===== src/design/serdes_port_control_pkg.sv =====
// Operation
// port control register sits at register 0 of page 4.
// writing bit 15 resets port state machines; bit clears itself when done.
// bit 14 loops internal transmit data back to receive and drops link.
// speed is bits 6,13; writable only in media mode, else tracks network.
// hardware reset loads speed 1000 Mbps: bit 6 one, bit 13 zero.
// changing autoneg enable bit 12 breaks link, sets restart; reset loads strap.
// power-down bit 11 resets to one only if strap set and mode is 101.
// self-clearing bit 9 restarts autonegotiation; set on enable toggle.
// autoneg restarts after hardware reset, port reset and enable change.
// mode select bit 0 of page 4 register 16: zero system, one media.
package serdes_port_control_pkg;
	localparam logic [2:0]  PAGE_PORT       = 3'h4;
	localparam logic [4:0]  REG_CONTROL     = 5'h00;
	localparam logic [4:0]  REG_MODE        = 5'h10;
	localparam logic [7:0]  ADDR_CONTROL    = {PAGE_PORT, REG_CONTROL};
	localparam logic [7:0]  ADDR_MODE       = {PAGE_PORT, REG_MODE};
	localparam int          BIT_RESET       = 15;
	localparam int          BIT_LOOPBACK    = 14;
	localparam int          BIT_SPEED_LSB   = 13;
	localparam int          BIT_AN_ENABLE   = 12;
	localparam int          BIT_POWERDOWN   = 11;
	localparam int          BIT_RESERVED_RW = 10;
	localparam int          BIT_AN_RESTART  = 9;
	localparam int          BIT_FIXED_ONE   = 8;
	localparam int          BIT_SPEED_MSB   = 6;
	localparam int          BIT_MODE_MEDIA  = 0;
	localparam logic [2:0]  MODE_PD_ALLOWED = 3'h5;
	localparam logic [1:0]  SPEED_1000      = 2'h2;
	localparam logic [1:0]  SPEED_100       = 2'h1;
	localparam logic [3:0]  RESET_CYCLES    = 4'h8;
	localparam logic [15:0] READ_ZERO       = 16'h0000;
	typedef enum logic [1:0] {
		ST_IDLE    = 2'b00,
		ST_RESET   = 2'b01,
		ST_RESTART = 2'b10
	} port_state_type;
endpackage


===== src/design/reset_timer.sv =====
`timescale 1ns/1ns
// counts i_length cycles after start (16 when i_length is zero) and pulses done
module reset_timer (
	input  wire logic       i_core_clk,
	input  wire logic       i_sys_rst,
	input  wire logic       i_start,
	input  wire logic [3:0] i_length,
	output logic            o_busy,
	output logic            o_done
);
	logic [3:0] count;

	always_ff @(posedge i_core_clk or posedge i_sys_rst) begin
		if (i_sys_rst) begin
			count  <= 4'h0;
			o_busy <= 1'b0;
			o_done <= 1'b0;
		end else begin
			o_done <= 1'b0;
			if (i_start) begin
				count  <= i_length;
				o_busy <= 1'b1;
			end else if (o_busy) begin
				if (count == 4'h1) begin
					o_busy <= 1'b0;
					o_done <= 1'b1;
				end
				count <= count - 4'h1;
			end
		end
	end
endmodule


===== src/design/serdes_port_control_register.sv =====
// Design decision made here: the address-and-strobe port.
`timescale 1ns/1ns
module serdes_port_control_register
	import serdes_port_control_pkg::*;
(
	input  wire logic       i_core_clk,
	input  wire logic       i_sys_rst,
	input  wire logic [7:0] i_addr,
	input  wire logic [15:0] i_wdata,
	input  wire logic       i_wr,
	input  wire logic       i_rd,
	output logic     [15:0] o_rdata,
	input  wire logic       i_autoneg_strap,
	input  wire logic       i_powerdown_strap,
	input  wire logic [2:0] i_config_mode_strap,
	input  wire logic [1:0] i_network_speed,
	output logic            o_port_reset,
	output logic            o_loopback,
	output logic            o_link_break,
	output logic            o_autoneg_enable,
	output logic            o_autoneg_restart,
	output logic            o_powerdown,
	output logic [1:0]      o_speed,
	output logic            o_media_mode
);
	import serdes_port_control_pkg::*;

	// straps and network speed come from pins, so they pass two flops
	logic [1:0] an_strap_sync;
	logic [1:0] pd_strap_sync;
	logic [5:0] mode_strap_sync;
	logic [3:0] speed_sync;
	logic       strap_taken;
	logic       loopback;
	logic       an_enable;
	logic       powerdown;
	logic       reserved_rw;
	logic       media_mode;
	logic [1:0] speed;
	logic       restart_req;
	logic       timer_busy;
	logic       timer_done;
	logic       wr_ctrl;
	logic       wr_mode;
	logic       sw_reset_start;
	logic       an_toggle;
	port_state_type state;

	assign wr_ctrl        = i_wr && (i_addr == ADDR_CONTROL);
	assign wr_mode        = i_wr && (i_addr == ADDR_MODE);
	assign sw_reset_start = wr_ctrl && i_wdata[BIT_RESET] && (state != ST_RESET);
	assign an_toggle      = wr_ctrl && strap_taken && (i_wdata[BIT_AN_ENABLE] != an_enable);

	function automatic logic [15:0] control_word(input logic rst_b, input logic [1:0] spd);
		logic [15:0] w;
		w = READ_ZERO;
		w[BIT_RESET]       = rst_b;
		w[BIT_LOOPBACK]    = loopback;
		w[BIT_SPEED_LSB]   = spd[0];
		w[BIT_AN_ENABLE]   = an_enable;
		w[BIT_POWERDOWN]   = powerdown;
		w[BIT_RESERVED_RW] = reserved_rw;
		w[BIT_AN_RESTART]  = restart_req;
		w[BIT_FIXED_ONE]   = 1'b1;
		w[BIT_SPEED_MSB]   = spd[1];
		return w;
	endfunction

	always_ff @(posedge i_core_clk or posedge i_sys_rst) begin
		if (i_sys_rst) begin
			an_strap_sync   <= 2'h0;
			pd_strap_sync   <= 2'h0;
			mode_strap_sync <= 6'h00;
			speed_sync      <= 4'h0;
		end else begin
			an_strap_sync   <= {an_strap_sync[0], i_autoneg_strap};
			pd_strap_sync   <= {pd_strap_sync[0], i_powerdown_strap};
			mode_strap_sync <= {mode_strap_sync[2:0], i_config_mode_strap};
			speed_sync      <= {speed_sync[1:0], i_network_speed};
		end
	end

	// straps are captured once the sync chain has filled after reset release
	logic [1:0] strap_wait;
	always_ff @(posedge i_core_clk or posedge i_sys_rst) begin
		if (i_sys_rst) begin
			strap_wait  <= 2'h0;
			strap_taken <= 1'b0;
		end else if (!strap_taken) begin
			strap_wait  <= strap_wait + 2'h1;
			strap_taken <= (strap_wait == 2'h2);
		end
	end

	always_ff @(posedge i_core_clk or posedge i_sys_rst) begin
		if (i_sys_rst) begin
			an_enable <= 1'b0;
			powerdown <= 1'b0;
		end else if (!strap_taken) begin
			if (strap_wait == 2'h2) begin
				an_enable <= an_strap_sync[1];
				powerdown <= pd_strap_sync[1] && (mode_strap_sync[5:3] == MODE_PD_ALLOWED);
			end
		end else if (wr_ctrl) begin
			an_enable <= i_wdata[BIT_AN_ENABLE];
			powerdown <= i_wdata[BIT_POWERDOWN];
		end
	end

	always_ff @(posedge i_core_clk or posedge i_sys_rst) begin
		if (i_sys_rst) begin
			loopback    <= 1'b0;
			reserved_rw <= 1'b0;
		end else if (sw_reset_start) begin
			loopback    <= 1'b0;
		end else if (wr_ctrl) begin
			loopback    <= i_wdata[BIT_LOOPBACK];
			reserved_rw <= i_wdata[BIT_RESERVED_RW];
		end
	end

	always_ff @(posedge i_core_clk or posedge i_sys_rst) begin
		if (i_sys_rst) begin
			media_mode <= 1'b0;
		end else if (wr_mode) begin
			media_mode <= i_wdata[BIT_MODE_MEDIA];
		end
	end

	// system mode tracks the network; media mode keeps the written value
	always_ff @(posedge i_core_clk or posedge i_sys_rst) begin
		if (i_sys_rst) begin
			speed <= SPEED_1000;
		end else if (!media_mode) begin
			speed <= speed_sync[3:2];
		end else if (wr_ctrl) begin
			speed <= {i_wdata[BIT_SPEED_MSB], i_wdata[BIT_SPEED_LSB]};
		end
	end

	reset_timer u_reset_timer (
		.i_core_clk (i_core_clk),
		.i_sys_rst  (i_sys_rst),
		.i_start    (sw_reset_start),
		.i_length   (RESET_CYCLES),
		.o_busy     (timer_busy),
		.o_done     (timer_done)
	);

	always_ff @(posedge i_core_clk or posedge i_sys_rst) begin
		if (i_sys_rst) begin
			state <= ST_RESTART;
		end else begin
			case (state)
				ST_IDLE: begin
					if (sw_reset_start) begin
						state <= ST_RESET;
					end
				end
				ST_RESET: begin
					if (timer_done) begin
						state <= ST_RESTART;
					end
				end
				ST_RESTART: begin
					if (sw_reset_start) begin
						state <= ST_RESET;
					end else if (strap_taken) begin
						state <= ST_IDLE;
					end
				end
				default: begin
					state <= ST_IDLE;
				end
			endcase
		end
	end

	// restart is a one-cycle request; set wins over self clear
	always_ff @(posedge i_core_clk or posedge i_sys_rst) begin
		if (i_sys_rst) begin
			restart_req <= 1'b0;
		end else begin
			restart_req <= (wr_ctrl && i_wdata[BIT_AN_RESTART]) || an_toggle
				|| (state == ST_RESTART && strap_taken && !sw_reset_start);
		end
	end

	always_ff @(posedge i_core_clk or posedge i_sys_rst) begin
		if (i_sys_rst) begin
			o_port_reset      <= 1'b1;
			o_loopback        <= 1'b0;
			o_link_break      <= 1'b0;
			o_autoneg_enable  <= 1'b0;
			o_autoneg_restart <= 1'b0;
			o_powerdown       <= 1'b0;
			o_speed           <= SPEED_1000;
			o_media_mode      <= 1'b0;
		end else begin
			o_port_reset      <= (state == ST_RESET) || timer_busy;
			o_loopback        <= loopback;
			o_link_break      <= loopback || an_toggle;
			o_autoneg_enable  <= an_enable;
			o_autoneg_restart <= restart_req;
			o_powerdown       <= powerdown;
			o_speed           <= speed;
			o_media_mode      <= media_mode;
		end
	end

	always_ff @(posedge i_core_clk or posedge i_sys_rst) begin
		if (i_sys_rst) begin
			o_rdata <= READ_ZERO;
		end else if (i_rd && i_addr == ADDR_CONTROL) begin
			o_rdata <= control_word(state == ST_RESET, speed);
		end else if (i_rd && i_addr == ADDR_MODE) begin
			o_rdata <= {15'h0000, media_mode};
		end else begin
			o_rdata <= READ_ZERO;
		end
	end
endmodule


===== config.mk =====
export PLATFORM = sky130hd
export DESIGN_NAME = serdes_port_control_register
export DESIGN_NICKNAME = d
export VERILOG_FILES = /design/src/design/serdes_port_control_pkg.sv /design/src/design/reset_timer.sv /design/src/design/serdes_port_control_register.sv
export SDC_FILE = /design/constraint.sdc
export NUM_CORES = 1
export LEC_CHECK = 0
export ABC_CLOCK_PERIOD_IN_PS = 3730
export BUFFER_PORTS_ARGS = -buffer_cell sky130_fd_sc_hd__buf_2
export CAP_MARGIN = 20
export CORE_ASPECT_RATIO = 0.6
export CORE_MARGIN = 4
export CORE_UTILIZATION = 53
export CTS_CLUSTER_DIAMETER = 30
export DETAILED_ROUTE_END_ITERATION = 8
export PLACE_DENSITY_LB_ADDON = 0.2
export SYNTH_ARGS = -nofsm -noshare
export SYNTH_HDL_FRONTEND = slang
export SYNTH_SLANG_ARGS = --single-unit

===== constraint.sdc =====
create_clock -name i_core_clk -period 3.73 [get_ports i_core_clk]
set_input_delay 0.5595 -clock i_core_clk [delete_from_list [all_inputs] [get_ports i_core_clk]]
set_output_delay 0.5595 -clock i_core_clk [all_outputs]
set_load 0.02 [all_outputs]

==> metrics.log, run 1 <==
INFO  metric status = finished clean
INFO  metric cts.sinks = 52
INFO  metric timing.rr.start = state[1]$_DFFE_PP1P_
INFO  metric period_minus_slack = about 1.9 ns
INFO  metric mappedNetlistArea = just under 2000 um2
INFO  metric antenna_found_initial = 0
INFO  metric async_reset_ff_share = 100%
INFO  metric cts_max_path_buffers = 2
INFO  metric ctsHoldBuffers = 0
INFO  metric drt_antenna_net_count = 0
INFO  metric fin_util = 67.7%
INFO  metric post_synth_num_cell_types = 39
INFO  metric design.core.area = 3360 um2
INFO  metric yosys_warnings = 0
INFO  metric stdcell_count = around 240
INFO  metric drt-vias-per-instance = ~5.1
INFO  metric regArea = 1310 um2
INFO  metric synth_top_area_cell = sky130_fd_sc_hd__dfrtp_1
INFO  metric setup_viol_count_final = 0
INFO  metric port_buffers = 46
INFO  metric required = ~3.9 ns
INFO  metric power = about 0.0011 W
INFO  metric tritoncts_clock_tree = built
INFO  metric detail_route.drc_violations = 0
INFO  metric synth.yosys.seq_area_share = approximately two thirds
INFO  metric layout.nets = around 230
INFO  metric regToRegSetupSlack = 2.40 ns
INFO  metric dp.cells = 233
INFO  metric critical_path.startpoint_type = primary input
INFO  metric worstPathArrival = between 2 and 2.5 ns
INFO  metric clkTransAtPathRegs = approximately 0.090 ns
INFO  metric maxCapViolCount = 0
INFO  metric synth_area_leaders = sky130_fd_sc_hd__dfrtp_1, sky130_fd_sc_hd__dfstp_2, sky130_fd_sc_hd__and2_1
INFO  metric timing.clock.skew = between 0.007 and 0.008 ns
INFO  metric setup_repair_after_global_routing_missed_its_margin = false
INFO  metric postCtsSetupRepairBufs = 0
INFO  metric wl_per_cell = 14.7 um
INFO  metric fillers = 259
INFO  metric routed-via-count = approximately 1200
INFO  metric setup_tns = 0 ns
INFO  metric worst_hold_path_type = primary input to asynchronous set/reset pin
INFO  metric first_global_vias = about 1200
INFO  metric cts_max_level = 2
INFO  metric place.detailed.hpwl = between 2 and 3 mm
INFO  metric floorplan.initialDensity = between 50% and 60%
INFO  metric finalWeightedCongestion = roughly 0.72
INFO  metric post_cts_resize_count = 0
INFO  metric ys.flop_type = sky130_fd_sc_hd__dfrtp_1
INFO  metric syn-instance-count = between 100 and 150
INFO  metric area_growth_syn_to_layout = 18.3%
INFO  metric period_share = 51.1%
INFO  metric drt_iter0_drc = 123
INFO  metric grtUsageTotal = approximately 17%
INFO  metric antennaDiodeCount = 0
INFO  metric drt_pre_antenna_iters = 4
INFO  metric route.final.wire_length = about 3.6 mm
INFO  metric critical_path_peak_fanout = 8
INFO  metric fp.dieArea = around 4700 um2
INFO  metric worst-r2r-cell-count = 3
INFO  metric multiInputGateArea = about 540 um2
INFO  metric syn_avg_cell_area = between 10 and 15 um2
INFO  metric die_y = ~55 um
INFO  metric io_pins = 60
INFO  metric slew_viol_final = 0
INFO  metric final_layout_size_suffix_gt1_share = approximately 32%
INFO  metric cellPowerDensity = 470 nW/um2
INFO  metric synth-edff-count = 0
INFO  metric final_hold_viol_count = 0
INFO  metric critical_path.startpoint = i_addr[1]
INFO  metric setup.worst_path.class = primary input to flop
INFO  metric worstSetupEndpointType = flop
INFO  metric hold_slack = approximately 0.18 ns
INFO  metric synth_largest_type_area_fraction = between 60% and 70%
INFO  metric regToRegEndpoint = reserved_rw$_DFFE_PP0P_
INFO  metric globalRoute.totalOverflow = 0
INFO  metric static-leakage-power = approximately 1.2 nW
INFO  metric count_of_state_elements_after_synthesis = between 50 and 60
INFO  metric largest_net_degree_at_the_start_of_global_routing = 53
INFO  metric clk-insertion-delay-late = between 0.3 and 0.4 ns
INFO  metric critPathCapture = reserved_rw$_DFFE_PP0P_
INFO  metric die_w = around 86 um
INFO  metric max_freq = 0.525 GHz
INFO  metric root_buffer = sky130_fd_sc_hd__clkbuf_8
INFO  metric std_cell_rows = 16
INFO  metric ir_drop = between 300 and 400 uV
INFO  metric grt_pass1_wl = between 5 and 6 mm
INFO  metric tritoncts.num_buffers = 5
==> worst min-delay path by stage <==
| stage | end | cells past startpoint | slack [ns] | from |
|---|---|---|---|---|
| finish | o_media_mode$_DFF_PP0_ | 2 | 0.18 | i_sys_rst |
| global route | speed_sync[0]$_DFF_PP0_ | 2 | 0.19 | i_sys_rst |
| CTS | mode_strap_sync[2]$_DFF_PP0_ | 1 | 0.34 | i_config_mode_strap[2] |
| detailed placement | speed_sync[2]$_DFF_PP0_ | 0 | 0.34 | speed_sync[0]$_DFF_PP0_ |
| global placement | speed_sync[3]$_DFF_PP0_ | 0 | 0.33 | speed_sync[1]$_DFF_PP0_ |
| floorplan | an_strap_sync[1]$_DFF_PP0_ | 0 | 0.33 | an_strap_sync[0]$_DFF_PP0_ |
==> final cells by class <==
| cell class | instances | area share, % |
|---|---|---|
| clock inverters | 1 | 0.330 |
| clock buffers | 7 | 3.79 |
| well taps | 45 | 2.47 |
| inverters | 7 | 1.15 |
| multi-input cells | 83 | 23.9 |
| repair buffers | 47 | 11.0 |
| flip-flops and latches | 52 | 57.4 |
==> cells by family after synthesis <==
group / Yosys count / synth area share, %
XOR/XNOR: 5 / 2.28
flip-flops: 52 / 67.9
buffers and inverters: 18 / 4.81
AO/OA/AOI/OAI: 16 / 5.60
adder cells (fa/ha/maj): 3 / 1.95
other: 1 / 0.195
AND/OR/NAND/NOR: 50 / 15.4
multiplexers: 3 / 1.89
==> routing by layer <==
metal,part of all wire (%),GRT usage [%],vias up
met5,0,0,-
met4,1.6,7.11,0
met3,7.8,6.32,5
met2,45,27.6,50
met1,45,22.0,608
li1,-,-,582
==> report_power, final <==
part | internal [W] | switching [W] | leakage [nW]
Combinational | 0.0000462 | 0.0000641 | 0.487
Clock | 0.000151 | 0.000178 | 0.0445
Sequential | 0.000602 | 0.0000286 | 0.649
==> placed cells by master (no fill, tap or decap), drive strengths merged, types with 6 or more instances in the layout <==
| master | Yosys | final |
|---|---|---|
| conb | 1 | 6 |
| nand2 | 10 | 10 |
| clkbuf | 3 | 7 |
| inv | 7 | 7 |
| nand3 | 7 | 7 |
| buf | 8 | 47 |
| nor2 | 6 | 6 |
| and2 | 9 | 9 |
| dfrtp | 48 | 48 |
==> Yosys cell counts (2+ instances only) <==
library cell,count
sky130_fd_sc_hd__nand3_1,7
sky130_fd_sc_hd__nor2_1,6
sky130_fd_sc_hd__buf_2,2
sky130_fd_sc_hd__o31ai_1,2
sky130_fd_sc_hd__and3_1,2
sky130_fd_sc_hd__inv_1,7
sky130_fd_sc_hd__nor4b_1,2
sky130_fd_sc_hd__clkbuf_1,3
sky130_fd_sc_hd__nor3b_1,3
sky130_fd_sc_hd__a31oi_1,3
sky130_fd_sc_hd__nand2b_1,3
sky130_fd_sc_hd__buf_4,6
sky130_fd_sc_hd__dfstp_2,4
sky130_fd_sc_hd__xor2_1,2
sky130_fd_sc_hd__and2_1,9
sky130_fd_sc_hd__ha_1,3
sky130_fd_sc_hd__a21oi_1,4
sky130_fd_sc_hd__dfrtp_1,48
sky130_fd_sc_hd__xnor2_1,3
sky130_fd_sc_hd__nand2_1,10
==> flip-flops by register name, indices dropped and copies added, names as in the netlist, 2 cells and up <==
signal	count
an_strap_sync	2
mode_strap_sync	6
o_rdata	10
o_speed	2
pd_strap_sync	2
speed	2
speed_sync	4
state	2
strap_wait	2
u_reset_timer.count	4
==> critical path, stage by stage <==
cell and delay (ns):
sky130_fd_sc_hd__buf_2 0.11, sky130_fd_sc_hd__nor4_1 0.39, sky130_fd_sc_hd__nand3_1 0.38, sky130_fd_sc_hd__a21oi_1 0.32, sky130_fd_sc_hd__mux2_1 0.35
==> per-stage QoR <==
stage	instance area [um2]	setup WS, ns
finish	2280	1.82
global route	2280	1.67
CTS	2260	1.84
detailed placement	2160	1.51
global placement	2160	1.59
floorplan	1940	1.92
No activity file was read; power rests on OpenSTA's default activity.
==> run 2, diff against run 1 <==
Settings changed: ABC_CLOCK_PERIOD_IN_PS 3730 to 1590, CORE_UTILIZATION 53 to 45.
Clock period 3.73 ns to 1.59 ns, I/O delays scaled along.
==> metrics.log, run 2 (synthesis results as in run 1) <==
INFO  metric detail_route.drc_violations = 0
INFO  metric first_global_vias = about 1300
INFO  metric top_register = o_rdata
INFO  metric critical_path_peak_fanout = 5
INFO  metric globalRoute.totalOverflow = 0
INFO  metric io_pins = 60
INFO  metric final_hold_viol_count = 0
INFO  metric largest_net_degree_at_the_start_of_global_routing = 23
INFO  metric cts.sinks = between 50 and 60
INFO  metric slew_viol_final = 0
INFO  metric floorplan.initialDensity = between 40% and 50%
INFO  metric required = roughly 1.8 ns
INFO  metric critical_path.startpoint_type = primary input
INFO  metric final.setup.worst_slack = around 0.21 ns
INFO  metric layout.nets = approximately 240
INFO  metric timing.rr.start = state[1]$_DFFE_PP1P_
INFO  metric detailedPlace.worstSlack = -0.0514 ns
INFO  metric timing.clock.skew = approximately 0.014 ns
INFO  metric period_share = around 87%
INFO  metric route.final.wire_length = about 3.6 mm
INFO  metric clk-insertion-delay-late = slightly below 0.3 ns
INFO  metric endpoint_of_the_worst_hold_path = mode_strap_sync[2]$_DFF_PP0_
INFO  metric worst-r2r-cell-count = 3
INFO  metric setup_viol_count_final = 0
INFO  metric postCtsSetupRepairBufs = 0
INFO  metric wl_per_cell = around 14 um
INFO  metric grtUsageTotal = between 10 and 15%
INFO  metric fin_util = a little under three fifths
INFO  metric finalWeightedCongestion = 0.831
INFO  metric min_from = i_config_mode_strap[2]
INFO  metric hold_depth = 1
INFO  metric place.detailed.hpwl = 2.76 mm
INFO  metric tritoncts_clock_tree = built
INFO  metric cp_slowest_cell = sky130_fd_sc_hd__nor4_1
INFO  metric cellPowerDensity = 1110 nW/um2
INFO  metric root_buffer = sky130_fd_sc_hd__clkbuf_8
INFO  metric regToRegSetupSlack = ~0.28 ns
INFO  metric maxCapViolCount = 0
INFO  metric worst_hold_path_type = primary input to flop
INFO  metric drt_antenna_net_count = 0
INFO  metric sequence_of_cells_on_the_critical_path = buf_2, nor4_1, and2_1, and4_1, o31ai_1
INFO  metric drt_pre_antenna_iters = 4
INFO  metric hold_slack = between 0.04 and 0.05 ns
INFO  metric max_freq = about 0.73 GHz
INFO  metric tritoncts.num_buffers = 5
INFO  metric setup_repair_after_global_routing_missed_its_margin = false
INFO  metric worstPathBufferInverterCount = 1
INFO  metric cts_max_level = 2
INFO  metric period_minus_slack = 1.38 ns
INFO  metric die_y = 58.6 um
INFO  metric status = finished clean
INFO  metric antenna_found_initial = 0
INFO  metric critical_path.startpoint = i_addr[1]
INFO  metric design.core.area = between 4000 and 5000 um2
INFO  metric fp.dieArea = 5420 um2
INFO  metric ir_drop = ~660 uV
INFO  metric worstSetupEndpointType = flop
INFO  metric largest_registers_in_the_final_layout = o_rdata x10, mode_strap_sync x6
INFO  metric fillers = around 350
INFO  metric drt-vias-per-instance = around 4.8
INFO  metric drt_iter0_drc = a little under 60
INFO  metric cp_top_family = simple AND/OR/NAND/NOR gates
INFO  metric grt_pass1_wl = 6.09 mm
INFO  metric final_cell_mix = sky130_fd_sc_hd__dfrtp_1, sky130_fd_sc_hd__buf_2, sky130_fd_sc_hd__nand2_1
INFO  metric antennaDiodeCount = 0
INFO  metric static-leakage-power = roughly 1.2 nW
INFO  metric port_buffers = 46
INFO  metric largest_register_ffs = 10
INFO  metric routed-via-count = between 1000 and 1500
INFO  metric worstPathArrival = between 1.5 and 2 ns
INFO  metric std_cell_rows = 18
INFO  metric layout_commonest_cell = sky130_fd_sc_hd__dfrtp_1
INFO  metric regToRegEndpoint = loopback$_DFFE_PP0P_
INFO  metric power = around 0.0026 W
INFO  metric final_layout_size_suffix_gt1_share = around a third
INFO  metric cts_max_path_buffers = 2
INFO  metric die_w = about 92 um
INFO  metric area_growth_syn_to_layout = 21.4%
INFO  metric crit_path_max_cell_delay = roughly 0.42 ns
INFO  metric setup.worst_path.class = primary input to flop
INFO  metric clkTransAtPathRegs = around 0.090 ns
==> run 2: repair_timing <==
action                    CTS  global route
gates resized for setup     0             0
hold buffers                1             0
hold endpoints to repair   15             0
==> run 2: final cells by class <==
cell class | instances | area, um2 | area share [%]
inverter | 7 | 26.3 | 1.13
tap | 60 | 75.1 | 3.22
multi-input combinational | 83 | 543 | 23.3
timing repair buffer | 52 | 278 | 11.9
sequential | 52 | 1310 | 55.9
clock inverter | 1 | 30.0 | 1.29
clock buffer | 7 | 76.3 | 3.27
==> run 2: worst reg2reg max path: stages, from the launching register on <==
cell and delay, ns:
sky130_fd_sc_hd__dfstp_2 0.54, sky130_fd_sc_hd__nand2b_1 0.21, sky130_fd_sc_hd__and4_1 0.35, sky130_fd_sc_hd__o31ai_1 0.10
==> run 2: worst max-delay path by stage <==
stage                     depth (start not counted)                       to
after floorplan                                   1    an_enable$_DFFE_PP0P_
after global placement                            5  reserved_rw$_DFFE_PP0P_
after detailed placement                          5     loopback$_DFFE_PP0P_
after CTS                                         5     loopback$_DFFE_PP0P_
after global routing                              5  reserved_rw$_DFFE_PP0P_
final                                             5     loopback$_DFFE_PP0P_
==> run 2: metrics by stage <==
stage | area, um2 | cells | TNS [ns]
after global placement | 2220 | 253 | 0
after global routing | 2330 | 262 | 0
after CTS | 2330 | 262 | 0
after floorplan | 1940 | 153 | 0
after detailed placement | 2220 | 253 | -0.212
final | 2330 | 262 | 0
==> run 2: routing by layer <==
| layer | track usage (%) | wire length [um] | up-vias |
|---|---|---|---|
| li1 | - | - | 591 |
| met2 | 24.0 | 1670 | 57 |
| met1 | 18.7 | 1560 | 609 |
| met4 | 6.55 | 63 | 0 |
| met5 | 0 | 0 | - |
| met3 | 4.98 | 324 | 8 |
==> run 2: where the power goes <==
group          leakage, nW  internal (W)  switching (W)  total (W)
Sequential           0.649       0.00141      0.0000663    0.00148
Combinational        0.507      0.000111       0.000156   0.000267
Clock               0.0524      0.000471       0.000383   0.000854
